### src/design/pps_pkg.sv
// pps_pkg: shared constants and types for the player power sequencer
package pps_pkg;
	// ============================================================
	// timing
	localparam int unsigned CLK_HZ = 125_000_000;
	localparam int unsigned I2C_HZ = 100_000;
	// quarter bit period of the i2c serial clock, in system clocks
	localparam int unsigned I2C_QTR_CYC = CLK_HZ / (I2C_HZ * 4);
	// supply-good must hold this long before power counts as stable
	localparam int unsigned STABLE_US = 10_000;
	localparam int unsigned STABLE_CYC = (CLK_HZ / 1_000_000) * STABLE_US;
	// length of the self-generated power-up reset
	localparam int unsigned POR_CYC = 16;
	// ============================================================
	// dac i2c addressing and register contents (plain defaults)
	localparam logic [6:0] DAC_ADDR = 7'h4d;
	localparam logic [7:0] DAC_FMT_SUBADDR = 8'h01;
	localparam logic [7:0] DAC_FMT_VALUE = 8'h00;
	localparam logic [7:0] DAC_GEN_CFG_SUBADDR = 8'h02;
	localparam logic [7:0] DAC_GEN_CFG_BASE = 8'h00;
	localparam int unsigned DAC_PWR_DOWN_BIT = 4;
	// ============================================================
	// sequencer states, gray along the on/off path
	typedef enum logic [2:0] {
		PPS_POR = 3'b000,
		PPS_WAIT_PWR = 3'b001,
		PPS_CFG_DAC = 3'b011,
		PPS_RUN = 3'b010,
		PPS_DEC_OFF = 3'b110,
		PPS_DAC_LOW = 3'b111,
		PPS_CUT_PWR = 3'b101,
		PPS_OFF = 3'b100
	} pps_state_t;
endpackage

### src/design/pps_i2c_if.sv
// pps_i2c_if: request/answer carrier between sequencer and i2c master
`timescale 1ns/1ps
interface pps_i2c_if;
	logic req;
	logic [7:0] subaddr;
	logic [7:0] data;
	logic busy;
	logic done;
	logic nack;
	modport ctrl (output req, output subaddr, output data, input busy, input done, input nack);
	modport master (input req, input subaddr, input data, output busy, output done, output nack);
endinterface

### src/design/pps_i2c_master.sv
// pps_i2c_master: sole-master i2c writer of one sub-address and one byte
`timescale 1ns/1ps
module pps_i2c_master (
	input wire logic sys_clk_in,
	input wire logic reset_n_in,
	pps_i2c_if.master rq,
	input wire logic scl_in,
	input wire logic sda_in,
	output logic scl_oe_out,
	output logic sda_oe_out
);
	// ============================================================
	// quarter-bit tick divider
	logic [15:0] div_reg;
	wire tick = (div_reg == 16'(pps_pkg::I2C_QTR_CYC - 1));
	always_ff @(posedge sys_clk_in) begin
		if (!reset_n_in || tick) div_reg <= '0;
		else div_reg <= div_reg + 16'h0001;
	end

	// ============================================================
	// synchronise sda for the ack sample; scl is never read back
	logic [1:0] sda_sync_reg;
	always_ff @(posedge sys_clk_in) begin
		if (!reset_n_in) sda_sync_reg <= 2'b11;
		else sda_sync_reg <= {sda_sync_reg[0], sda_in};
	end
	// scl_in stays unread: no clock stretching, sole master and fast slaves

	// ============================================================
	// frame: start, 3 bytes of 9 bits, stop; phase counts quarter bits
	logic active_reg;
	logic [26:0] shift_reg;
	logic [4:0] bit_reg;
	logic [1:0] phase_reg;
	logic [1:0] edge_reg; // 0 start, 1 data, 2 stop
	logic nack_reg;
	logic done_reg;
	logic scl_low_reg;
	logic sda_low_reg;
	wire [26:0] frame = {pps_pkg::DAC_ADDR, 1'b0, 1'b1, rq.subaddr, 1'b1, rq.data, 1'b1};
	wire last_bit = (bit_reg == 5'h1a);
	wire ack_slot = (bit_reg == 5'h08) || (bit_reg == 5'h11) || last_bit;

	// request starts a transfer; no arbitration or target logic
	always_ff @(posedge sys_clk_in) begin
		if (!reset_n_in) begin
			active_reg <= 1'b0;
			shift_reg <= '0;
			bit_reg <= '0;
			phase_reg <= '0;
			edge_reg <= '0;
			nack_reg <= 1'b0;
			done_reg <= 1'b0;
			scl_low_reg <= 1'b0;
			sda_low_reg <= 1'b0;
		end else begin
			done_reg <= 1'b0;
			if (!active_reg) begin
				if (rq.req) begin
					active_reg <= 1'b1;
					shift_reg <= frame;
					bit_reg <= '0;
					phase_reg <= '0;
					edge_reg <= 2'h0;
					nack_reg <= 1'b0;
				end
			end else if (tick) begin
				phase_reg <= phase_reg + 2'h1;
				case (edge_reg)
					2'h0: begin // start: sda falls while scl high
						if (phase_reg == 2'h1) sda_low_reg <= 1'b1;
						if (phase_reg == 2'h3) begin
							scl_low_reg <= 1'b1;
							edge_reg <= 2'h1;
						end
					end
					2'h1: begin
						if (phase_reg == 2'h0) sda_low_reg <= ~shift_reg[26];
						if (phase_reg == 2'h1) scl_low_reg <= 1'b0;
						if (phase_reg == 2'h2 && ack_slot && sda_sync_reg[1]) nack_reg <= 1'b1;
						if (phase_reg == 2'h3) begin
							scl_low_reg <= 1'b1;
							shift_reg <= {shift_reg[25:0], 1'b1};
							bit_reg <= bit_reg + 5'h01;
							if (last_bit) edge_reg <= 2'h2;
						end
					end
					2'h2: begin // stop: sda rises while scl high
						if (phase_reg == 2'h0) sda_low_reg <= 1'b1;
						if (phase_reg == 2'h1) scl_low_reg <= 1'b0;
						if (phase_reg == 2'h3) begin
							sda_low_reg <= 1'b0;
							active_reg <= 1'b0;
							done_reg <= 1'b1;
						end
					end
					default: edge_reg <= 2'h0;
				endcase
			end
		end
	end

	// open drain: enable means pulling the line low
	assign scl_oe_out = scl_low_reg;
	assign sda_oe_out = sda_low_reg;
	assign rq.busy = active_reg;
	assign rq.done = done_reg;
	assign rq.nack = nack_reg;
endmodule

### src/design/pps_sequencer.sv
// pps_sequencer: power-on and power-off sequencing of decoder and dac
`timescale 1ns/1ps
module pps_sequencer #(
	parameter int unsigned STABLE_CYC = pps_pkg::STABLE_CYC
) (
	input wire logic sys_clk_in,
	input wire logic reset_n_in,
	input wire logic on_switch_in,
	input wire logic supply_good_flag_in,
	input wire logic scl_in,
	input wire logic sda_in,
	output logic scl_oe_out,
	output logic sda_oe_out,
	output logic system_reset_n_out,
	output logic decode_window_enable_out,
	output logic dcdc_enable_out,
	output logic dac_cfg_error_out,
	output logic powered_out
);
	// ============================================================
	// pin synchronisers: switch and supply-good come from outside
	logic [1:0] sw_sync_reg;
	logic [1:0] pg_sync_reg;
	always_ff @(posedge sys_clk_in) begin
		if (!reset_n_in) begin
			sw_sync_reg <= 2'b00;
			pg_sync_reg <= 2'b00;
		end else begin
			sw_sync_reg <= {sw_sync_reg[0], on_switch_in};
			pg_sync_reg <= {pg_sync_reg[0], supply_good_flag_in};
		end
	end
	wire sw_on = sw_sync_reg[1];
	wire pg_ok = pg_sync_reg[1];

	// ============================================================
	// self-generated power-up reset counter
	logic [4:0] por_reg;
	wire por_done = (por_reg == 5'(pps_pkg::POR_CYC));
	always_ff @(posedge sys_clk_in) begin
		if (!reset_n_in) por_reg <= '0;
		else if (!por_done) por_reg <= por_reg + 5'h01;
	end

	// ============================================================
	// stability filter: any dropout restarts the count
	logic [31:0] stab_reg;
	wire stable = (stab_reg >= STABLE_CYC);
	always_ff @(posedge sys_clk_in) begin
		if (!reset_n_in || !pg_ok) stab_reg <= '0;
		else if (!stable) stab_reg <= stab_reg + 32'h1;
	end

	// ============================================================
	// i2c master
	pps_i2c_if rq ();
	pps_i2c_master u_i2c (
		.sys_clk_in(sys_clk_in),
		.reset_n_in(reset_n_in),
		.rq(rq),
		.scl_in(scl_in),
		.sda_in(sda_in),
		.scl_oe_out(scl_oe_out),
		.sda_oe_out(sda_oe_out)
	);

	// ============================================================
	// sequencer
	pps_pkg::pps_state_t state_reg, state_next;
	logic req_sent_reg, req_sent_next;
	logic err_reg, err_next;
	wire shutdown = !sw_on || !pg_ok;

	always_comb begin
		state_next = state_reg;
		req_sent_next = req_sent_reg;
		err_next = err_reg;
		case (state_reg)
			pps_pkg::PPS_POR: if (por_done) state_next = pps_pkg::PPS_WAIT_PWR;
			pps_pkg::PPS_WAIT_PWR: begin
				if (stable && sw_on) begin
					state_next = pps_pkg::PPS_CFG_DAC;
					req_sent_next = 1'b0;
				end
			end
			pps_pkg::PPS_CFG_DAC: begin
				if (!req_sent_reg) req_sent_next = 1'b1;
				else if (rq.done) begin
					err_next = rq.nack;
					state_next = shutdown ? pps_pkg::PPS_DEC_OFF : pps_pkg::PPS_RUN;
				end
			end
			pps_pkg::PPS_RUN: if (shutdown) state_next = pps_pkg::PPS_DEC_OFF;
			pps_pkg::PPS_DEC_OFF: begin
				state_next = pps_pkg::PPS_DAC_LOW;
				req_sent_next = 1'b0;
			end
			pps_pkg::PPS_DAC_LOW: begin
				if (!req_sent_reg) req_sent_next = 1'b1;
				else if (rq.done) begin
					err_next = err_reg | rq.nack;
					state_next = pps_pkg::PPS_CUT_PWR;
				end
			end
			pps_pkg::PPS_CUT_PWR: state_next = pps_pkg::PPS_OFF;
			pps_pkg::PPS_OFF: state_next = pps_pkg::PPS_OFF; // only a new reset restarts
			default: state_next = pps_pkg::PPS_POR;
		endcase
	end

	always_ff @(posedge sys_clk_in) begin
		if (!reset_n_in) begin
			state_reg <= pps_pkg::PPS_POR;
			req_sent_reg <= 1'b0;
			err_reg <= 1'b0;
		end else begin
			state_reg <= state_next;
			req_sent_reg <= req_sent_next;
			err_reg <= err_next;
		end
	end

	// ============================================================
	// i2c request: one-cycle pulse on entry to each write step
	wire in_cfg = (state_reg == pps_pkg::PPS_CFG_DAC);
	wire in_low = (state_reg == pps_pkg::PPS_DAC_LOW);
	assign rq.req = (in_cfg || in_low) && !req_sent_reg;
	assign rq.subaddr = in_low ? pps_pkg::DAC_GEN_CFG_SUBADDR : pps_pkg::DAC_FMT_SUBADDR;
	// power-down bit set on top of the base configuration
	assign rq.data = in_low
		? (pps_pkg::DAC_GEN_CFG_BASE | (8'h01 << pps_pkg::DAC_PWR_DOWN_BIT))
		: pps_pkg::DAC_FMT_VALUE;

	// ============================================================
	// output flops: converter and decoder enables kept separate
	logic sys_rst_n_reg;
	logic dec_en_reg;
	logic dcdc_en_reg;
	always_ff @(posedge sys_clk_in) begin
		if (!reset_n_in) begin
			sys_rst_n_reg <= 1'b0;
			dec_en_reg <= 1'b0;
			dcdc_en_reg <= 1'b1; // battery power held on while we sequence
		end else begin
			// dac kept out of reset until its low-power write is done
			sys_rst_n_reg <= (state_next == pps_pkg::PPS_CFG_DAC)
				|| (state_next == pps_pkg::PPS_RUN)
				|| (state_next == pps_pkg::PPS_DEC_OFF)
				|| (state_next == pps_pkg::PPS_DAC_LOW);
			dec_en_reg <= (state_next == pps_pkg::PPS_RUN);
			dcdc_en_reg <= (state_next != pps_pkg::PPS_OFF);
		end
	end
	assign system_reset_n_out = sys_rst_n_reg;
	assign decode_window_enable_out = dec_en_reg;
	assign dcdc_enable_out = dcdc_en_reg;
	assign dac_cfg_error_out = err_reg;
	assign powered_out = (state_reg == pps_pkg::PPS_RUN);
endmodule

### config.mk
export PLATFORM = sky130hd
export DESIGN_NAME = pps_sequencer
export DESIGN_NICKNAME = d
export VERILOG_FILES = /design/src/design/pps_pkg.sv /design/src/design/pps_i2c_if.sv /design/src/design/pps_i2c_master.sv /design/src/design/pps_sequencer.sv
export SDC_FILE = /design/constraint.sdc
export NUM_CORES = 1
export LEC_CHECK = 0
export ABC_AREA = 1
export BUFFER_PORTS_ARGS = -buffer_cell sky130_fd_sc_hd__buf_2
export CAP_MARGIN = 40
export CORE_AREA = 2 2 98 100
export DETAILED_ROUTE_END_ITERATION = 8
export DIE_AREA = 0 0 100 102
export HOLD_SLACK_MARGIN = 0.12
export PLACE_DENSITY = 0.75
export SKIP_LAST_GASP = 1
export SLEW_MARGIN = 20
export SYNTH_ARGS = -nofsm -noshare
export SYNTH_HDL_FRONTEND = slang
export SYNTH_SLANG_ARGS = --single-unit
### constraint.sdc
create_clock -name sys_clk_in -period 2.3 [get_ports sys_clk_in]
set_clock_uncertainty 0.15 [all_clocks]
set_input_delay 0.46 -clock sys_clk_in [delete_from_list [all_inputs] [get_ports sys_clk_in]]
set_output_delay 0.46 -clock sys_clk_in [all_outputs]
set_load 0.005 [all_outputs]
Yosys cells after proc, flatten, opt, wreduce, memory -nomap -nowiden --
Index checks and enable logic that the tools add are counted.
Word-level totals: memory bits (read-only) 0, logic and storage cells 160, input port bits 6, bits in registers 108, memories kept 0, bits in writable memories 0, bits in latches 0, output and inout bits 7
Operators by class: muxes and demuxes 57, reduce and logical (&&, ||, !) cells 35, equality and inequality tests 39, shifts and indexed selects 0, divide/modulo/power cells 0, magnitude comparators 1, $mul 0, bitwise logic cells 2, add/sub/neg operators 5
Operators with widths (number):
- 27-bit two-way mux | 5
- 32-bit by 1-bit adder with 32-bit output (second input constant) | 1
- 32-bit by 21-bit greater-or-equal comparator with 1-bit output (second input constant) | 1
- 5-bit two-way mux | 6
- 3-bit two-way mux | 8
- 1-bit two-way mux | 23
- 3-bit case mux with 7 select lines | 1
- 3-bit == test (second input constant) | 6
- 2-bit two-way mux | 9
- 16-bit by 1-bit adder with 16-bit output (second input constant) | 1
- 16-bit by 9-bit == test with 1-bit output (second input constant) | 1
- 4-bit AND reduction | 4
- 5-bit == test (second input constant) | 3
- 2-bit inequality test (second input constant) | 7
- 3-bit by 2-bit == test with 1-bit output (second input constant) | 4
- 2-bit by 1-bit inequality test with 1-bit output (second input constant) | 6
- 3-bit inequality test (second input constant) | 4
- 6-bit AND reduction | 2
- 5-bit by 1-bit adder with 5-bit output (second input constant) | 2
- 1-bit logical OR | 9
- 1-bit case mux with 3 select lines | 3
- 2-bit == test (second input constant) | 3
- 2-bit case mux with 3 select lines | 1
- 3-bit nonzero test | 2
- 16 further kinds | 27

Logic depth before layout (Yosys ltp) --
depth after elaboration 10, gate-level depth with buffers 11

Cells and area by module --
Synthesis repeated with hierarchy kept, for this count alone.
Unflattened totals: cells, all modules 768, area total of the unflattened synthesis 5378.9 um^2
By module, submodules not included:
- pps_i2c_master | cells each 435, times used 1, area each 3060.4 um^2, seq. area each 1181.1 um^2
- pps_sequencer | cells each 333, times used 1, area each 2318.5 um^2, seq. area each 960.9 um^2

Least setup slack after synthesis --
OpenSTA, ideal clock, no wires.
path type flip-flop to flip-flop, start reg u_i2c.phase_reg[0], end reg u_i2c.shift_reg[1], setup time 0.128 ns, slack 0.589 ns, data arrival time 1.433 ns, clock period less this slack 1.711 ns, cell stages (with the launch flop) 8, path through dfxtp_1 ha_1 inv_1 o21ai_1 clkbuf_1 nand3_1 nand2_1 nor2_1
On the way: longest elaborated chain between the ends 3
RTL lines:
- start, declared | line pps_i2c_master.sv:35 | logic [1:0] phase_reg;
- start signal, assigned | line pps_i2c_master.sv:69 | phase_reg <= phase_reg + 2'h1;
- 2-bit == test | line pps_i2c_master.sv:82 | if (phase_reg == 2'h3) begin
- 2-bit inequality test (no source line)
- 4-bit AND reduction (no source line)
- end signal, assigned | line pps_i2c_master.sv:62 | shift_reg <= frame;
- end signal, assigned | line pps_i2c_master.sv:84 | shift_reg <= {shift_reg[25:0], 1'b1};
- end, declared | line pps_i2c_master.sv:33 | logic [26:0] shift_reg;
Every way passes these cells. A chain may end at the register's enable or synchronous reset.

Worst setup path in the final report --
start reg stab_reg[0], end reg stab_reg[16]
On the way: longest elaborated chain between the ends 1, elaborated cells between the ends (all ways) 2, those cells by class 1 x add/sub; 1 x order compare
RTL lines:
- start, declared | line pps_sequencer.sv:47 | logic [31:0] stab_reg;
- start signal, assigned | line pps_sequencer.sv:51 | else if (!stable) stab_reg <= stab_reg + 32'h1;
- 32-bit by 1-bit adder with 32-bit output / 32-bit by 21-bit greater-or-equal comparator with 1-bit output (equally long branches) | line pps_sequencer.sv:51, pps_sequencer.sv:48
Several ways; a longest one is shown, not always the timed one.

==> results_dict.tcl <==
set metrics [dict create \
    startpoint_type "flip-flop" \
    rows 35 \
    synth_area_mm2 0.00533 \
    fp.dieH_um 102 \
    synth_xor_area_share_pct 3.45 \
    synth_compound_area_share_pct 7.52 \
    n_antenna_cell 0 \
    routabilityCongestion 0.881 \
    max_slew_margin_pct 61.5 \
    synth_edf_count 0 \
    area_growth_pct 7.47 \
    mostFrequentLayoutCell "nand2_1" \
    wl_mm 10.5 \
    synth_top_family_by_area "simple AND/OR/NAND/NOR gates" \
    ys_seq_elements 107 \
    clk_pin_slew_ps 100 \
    critPathBufInv 0 \
    ant_nets 0 \
    postPlaceCellArea_mm2 0.00549 \
    final_cell_area_mm2 0.00572 \
    grt_pass1_wl_mm 18.3 \
    overflow 0 \
    async_flop_share_pct 0 \
    critPathArrivalTime_ps 2060 \
    grt_max_degree 27 \
    tightest_slew_ps 577 \
    min_path_cells 2 \
    largest_register_ffs 32 \
    vias 4764 \
    initial_core_util_pct 58.5 \
    synth_fa_ha_area_share_pct 4.23 \
    clk_latency_ps 360 \
    drcViolationCount 0 \
    required_ps 2450 \
    ys.flop_type "dfxtp_1" \
    crit_path_cell_trace "ha_1 > nand3_1 > nor3_2 > nand4_1 > nand2_1 > nand2_1 > a21oi_1" \
    cts_buffers 9 \
    clockBufferDepth 2 \
    synth_mux_area_share_pct 0 \
    synthCells 788 \
    critPathMaxFanout 7 \
    syn-num-nets 812 \
    slowest_stage "dfxtp_1" \
    slew_violations 0 \
    yosys.area_share.simple_pct 35.3 \
    crit_path_max_incr_delay_ps 420 \
    p_per_area_mw_per_mm2 558 \
    status "finished, final reports clean" \
    post_drt_wl_per_cell_um 11.5 \
    post_cts_buffers 0 \
    period_minus_slack_ps 1910 \
    worstHoldPathType "in2reg" \
    portBuffers 11 \
    core_area_mm2 0.00911 \
    die_area_mm2 0.0102 \
    vias_per_cell 5.23 \
    rsz0062_at_grt "false" \
    ys_seq_area_share_pct 40.2 \
    crit_family "simple AND/OR/NAND/NOR gates" \
    cp_common_cell "nand2_1" \
    r2r_cells 7 \
    h-tree-depth 3 \
    hold_viol_final 0 \
    cts_tree "yes" \
    die_w_um 100 \
    maxCapViolCount 0 \
    grtUsageTotal_pct 21.6 \
    tns_ps 0 \
    drtIter0Drc 195 \
    nets 820 \
    antenna_found_initial 0 \
    ir_drop_v 0.000398 \
    min_period_over_period_pct 83.1 \
    first_global_vias 4242 \
    root_buffer "clkbuf_8" \
    setup_viol 0 \
    dr.pass1.iters 5 \
    crit_type "reg2reg" \
    avgSynthCellArea_um2 6.76 \
    cts_num_sinks 107 \
    layout_common_cells "nand2_1, nor2_1, dfxtp_1" \
    yosysWarnings 0 \
    clock.fmax_mhz 523 \
    layout-drive-gt1-share_pct 6.75 \
    dp_hpwl_mm 7.49 \
    num_io_pins 13 \
    path_depth 7 \
    synth_cell_types 34 \
    end_kind "flip-flop" \
    leakage_uw 0.00220 \
]
-- through the flow --
step | util (%) | std cells | setup WS [ps] | total power (µW) | hold slack [ps]
detailed placement | 60.2 | 894 | 421 | 1990 | 247
global route | 62.8 | 911 | 159 | 3320 | 135
CTS | 62.8 | 911 | 401 | 3230 | 122
finish | 62.8 | 911 | 388 | 3200 | 135
floorplan | - | 788 | 589 | 1960 | 240
global placement | 60.2 | 894 | 444 | 1980 | 247
-- final cells by class --
class                      count  area (µm²)
fill                         835        3390
inverter                      92         345
clock inverter                 4        75.1
multi-input combinational    560        2700
timing repair buffer          26         185
sequential                   107        2140
clock buffer                  11         141
tap                          111         139
-- logic make-up after synthesis --
group                      Yosys count
buffers and inverters              121
DFF                                107
adders and majority gates           18
and+or+nand+nor                    445
xor gates and xnor gates            21
AOI/OAI and AO/OA                   76
-- layer usage --
layer	track usage [%]	vias up	share of wire (%)
li1	-	2485	-
met1	26.8	2158	46
met2	38.8	108	49
met3	3.97	13	4.2
met4	6.32	0	1.1
met5	0	-	0
-- where the power goes --
part	total [µW]	internal, µW	switching, µW
clock network	1250	638	611
logic	71.8	26.5	45.3
registers	1870	1870	9.22
-- worst paths after layout --
path,startpoint,endpoint,slack [ps]
min reg2reg,sw_sync_reg[0]$_SDFF_PN0_,sw_sync_reg[1]$_SDFF_PN0_,270
min,sda_in,u_i2c.sda_sync_reg[0]$_SDFF_PN1_,130
max reg2reg,stab_reg[0]$_SDFFE_PP0P_,stab_reg[16]$_SDFFE_PP0P_,390
max,stab_reg[0]$_SDFFE_PP0P_,stab_reg[16]$_SDFFE_PP0P_,390
-- cells in the mapped netlist (all sizes together), types with 15 or more instances --
master,n,share of area (%)
nand2,214,15
nor2,123,8.8
dfxtp,107,40
inv,91,6.4
nand3,70,6.9
a21oi,55,5.2
ha,18,4.2
clkbuf,16,1.1
nand4,15,1.8
nor3,15,1.6
-- timing repair --
action / CTS / global route
endpoints found under the hold margin: 2 / 0
resized for setup: 0 / 0
hold buffers: 2 / 0
(Power assumes the default switching activity.)
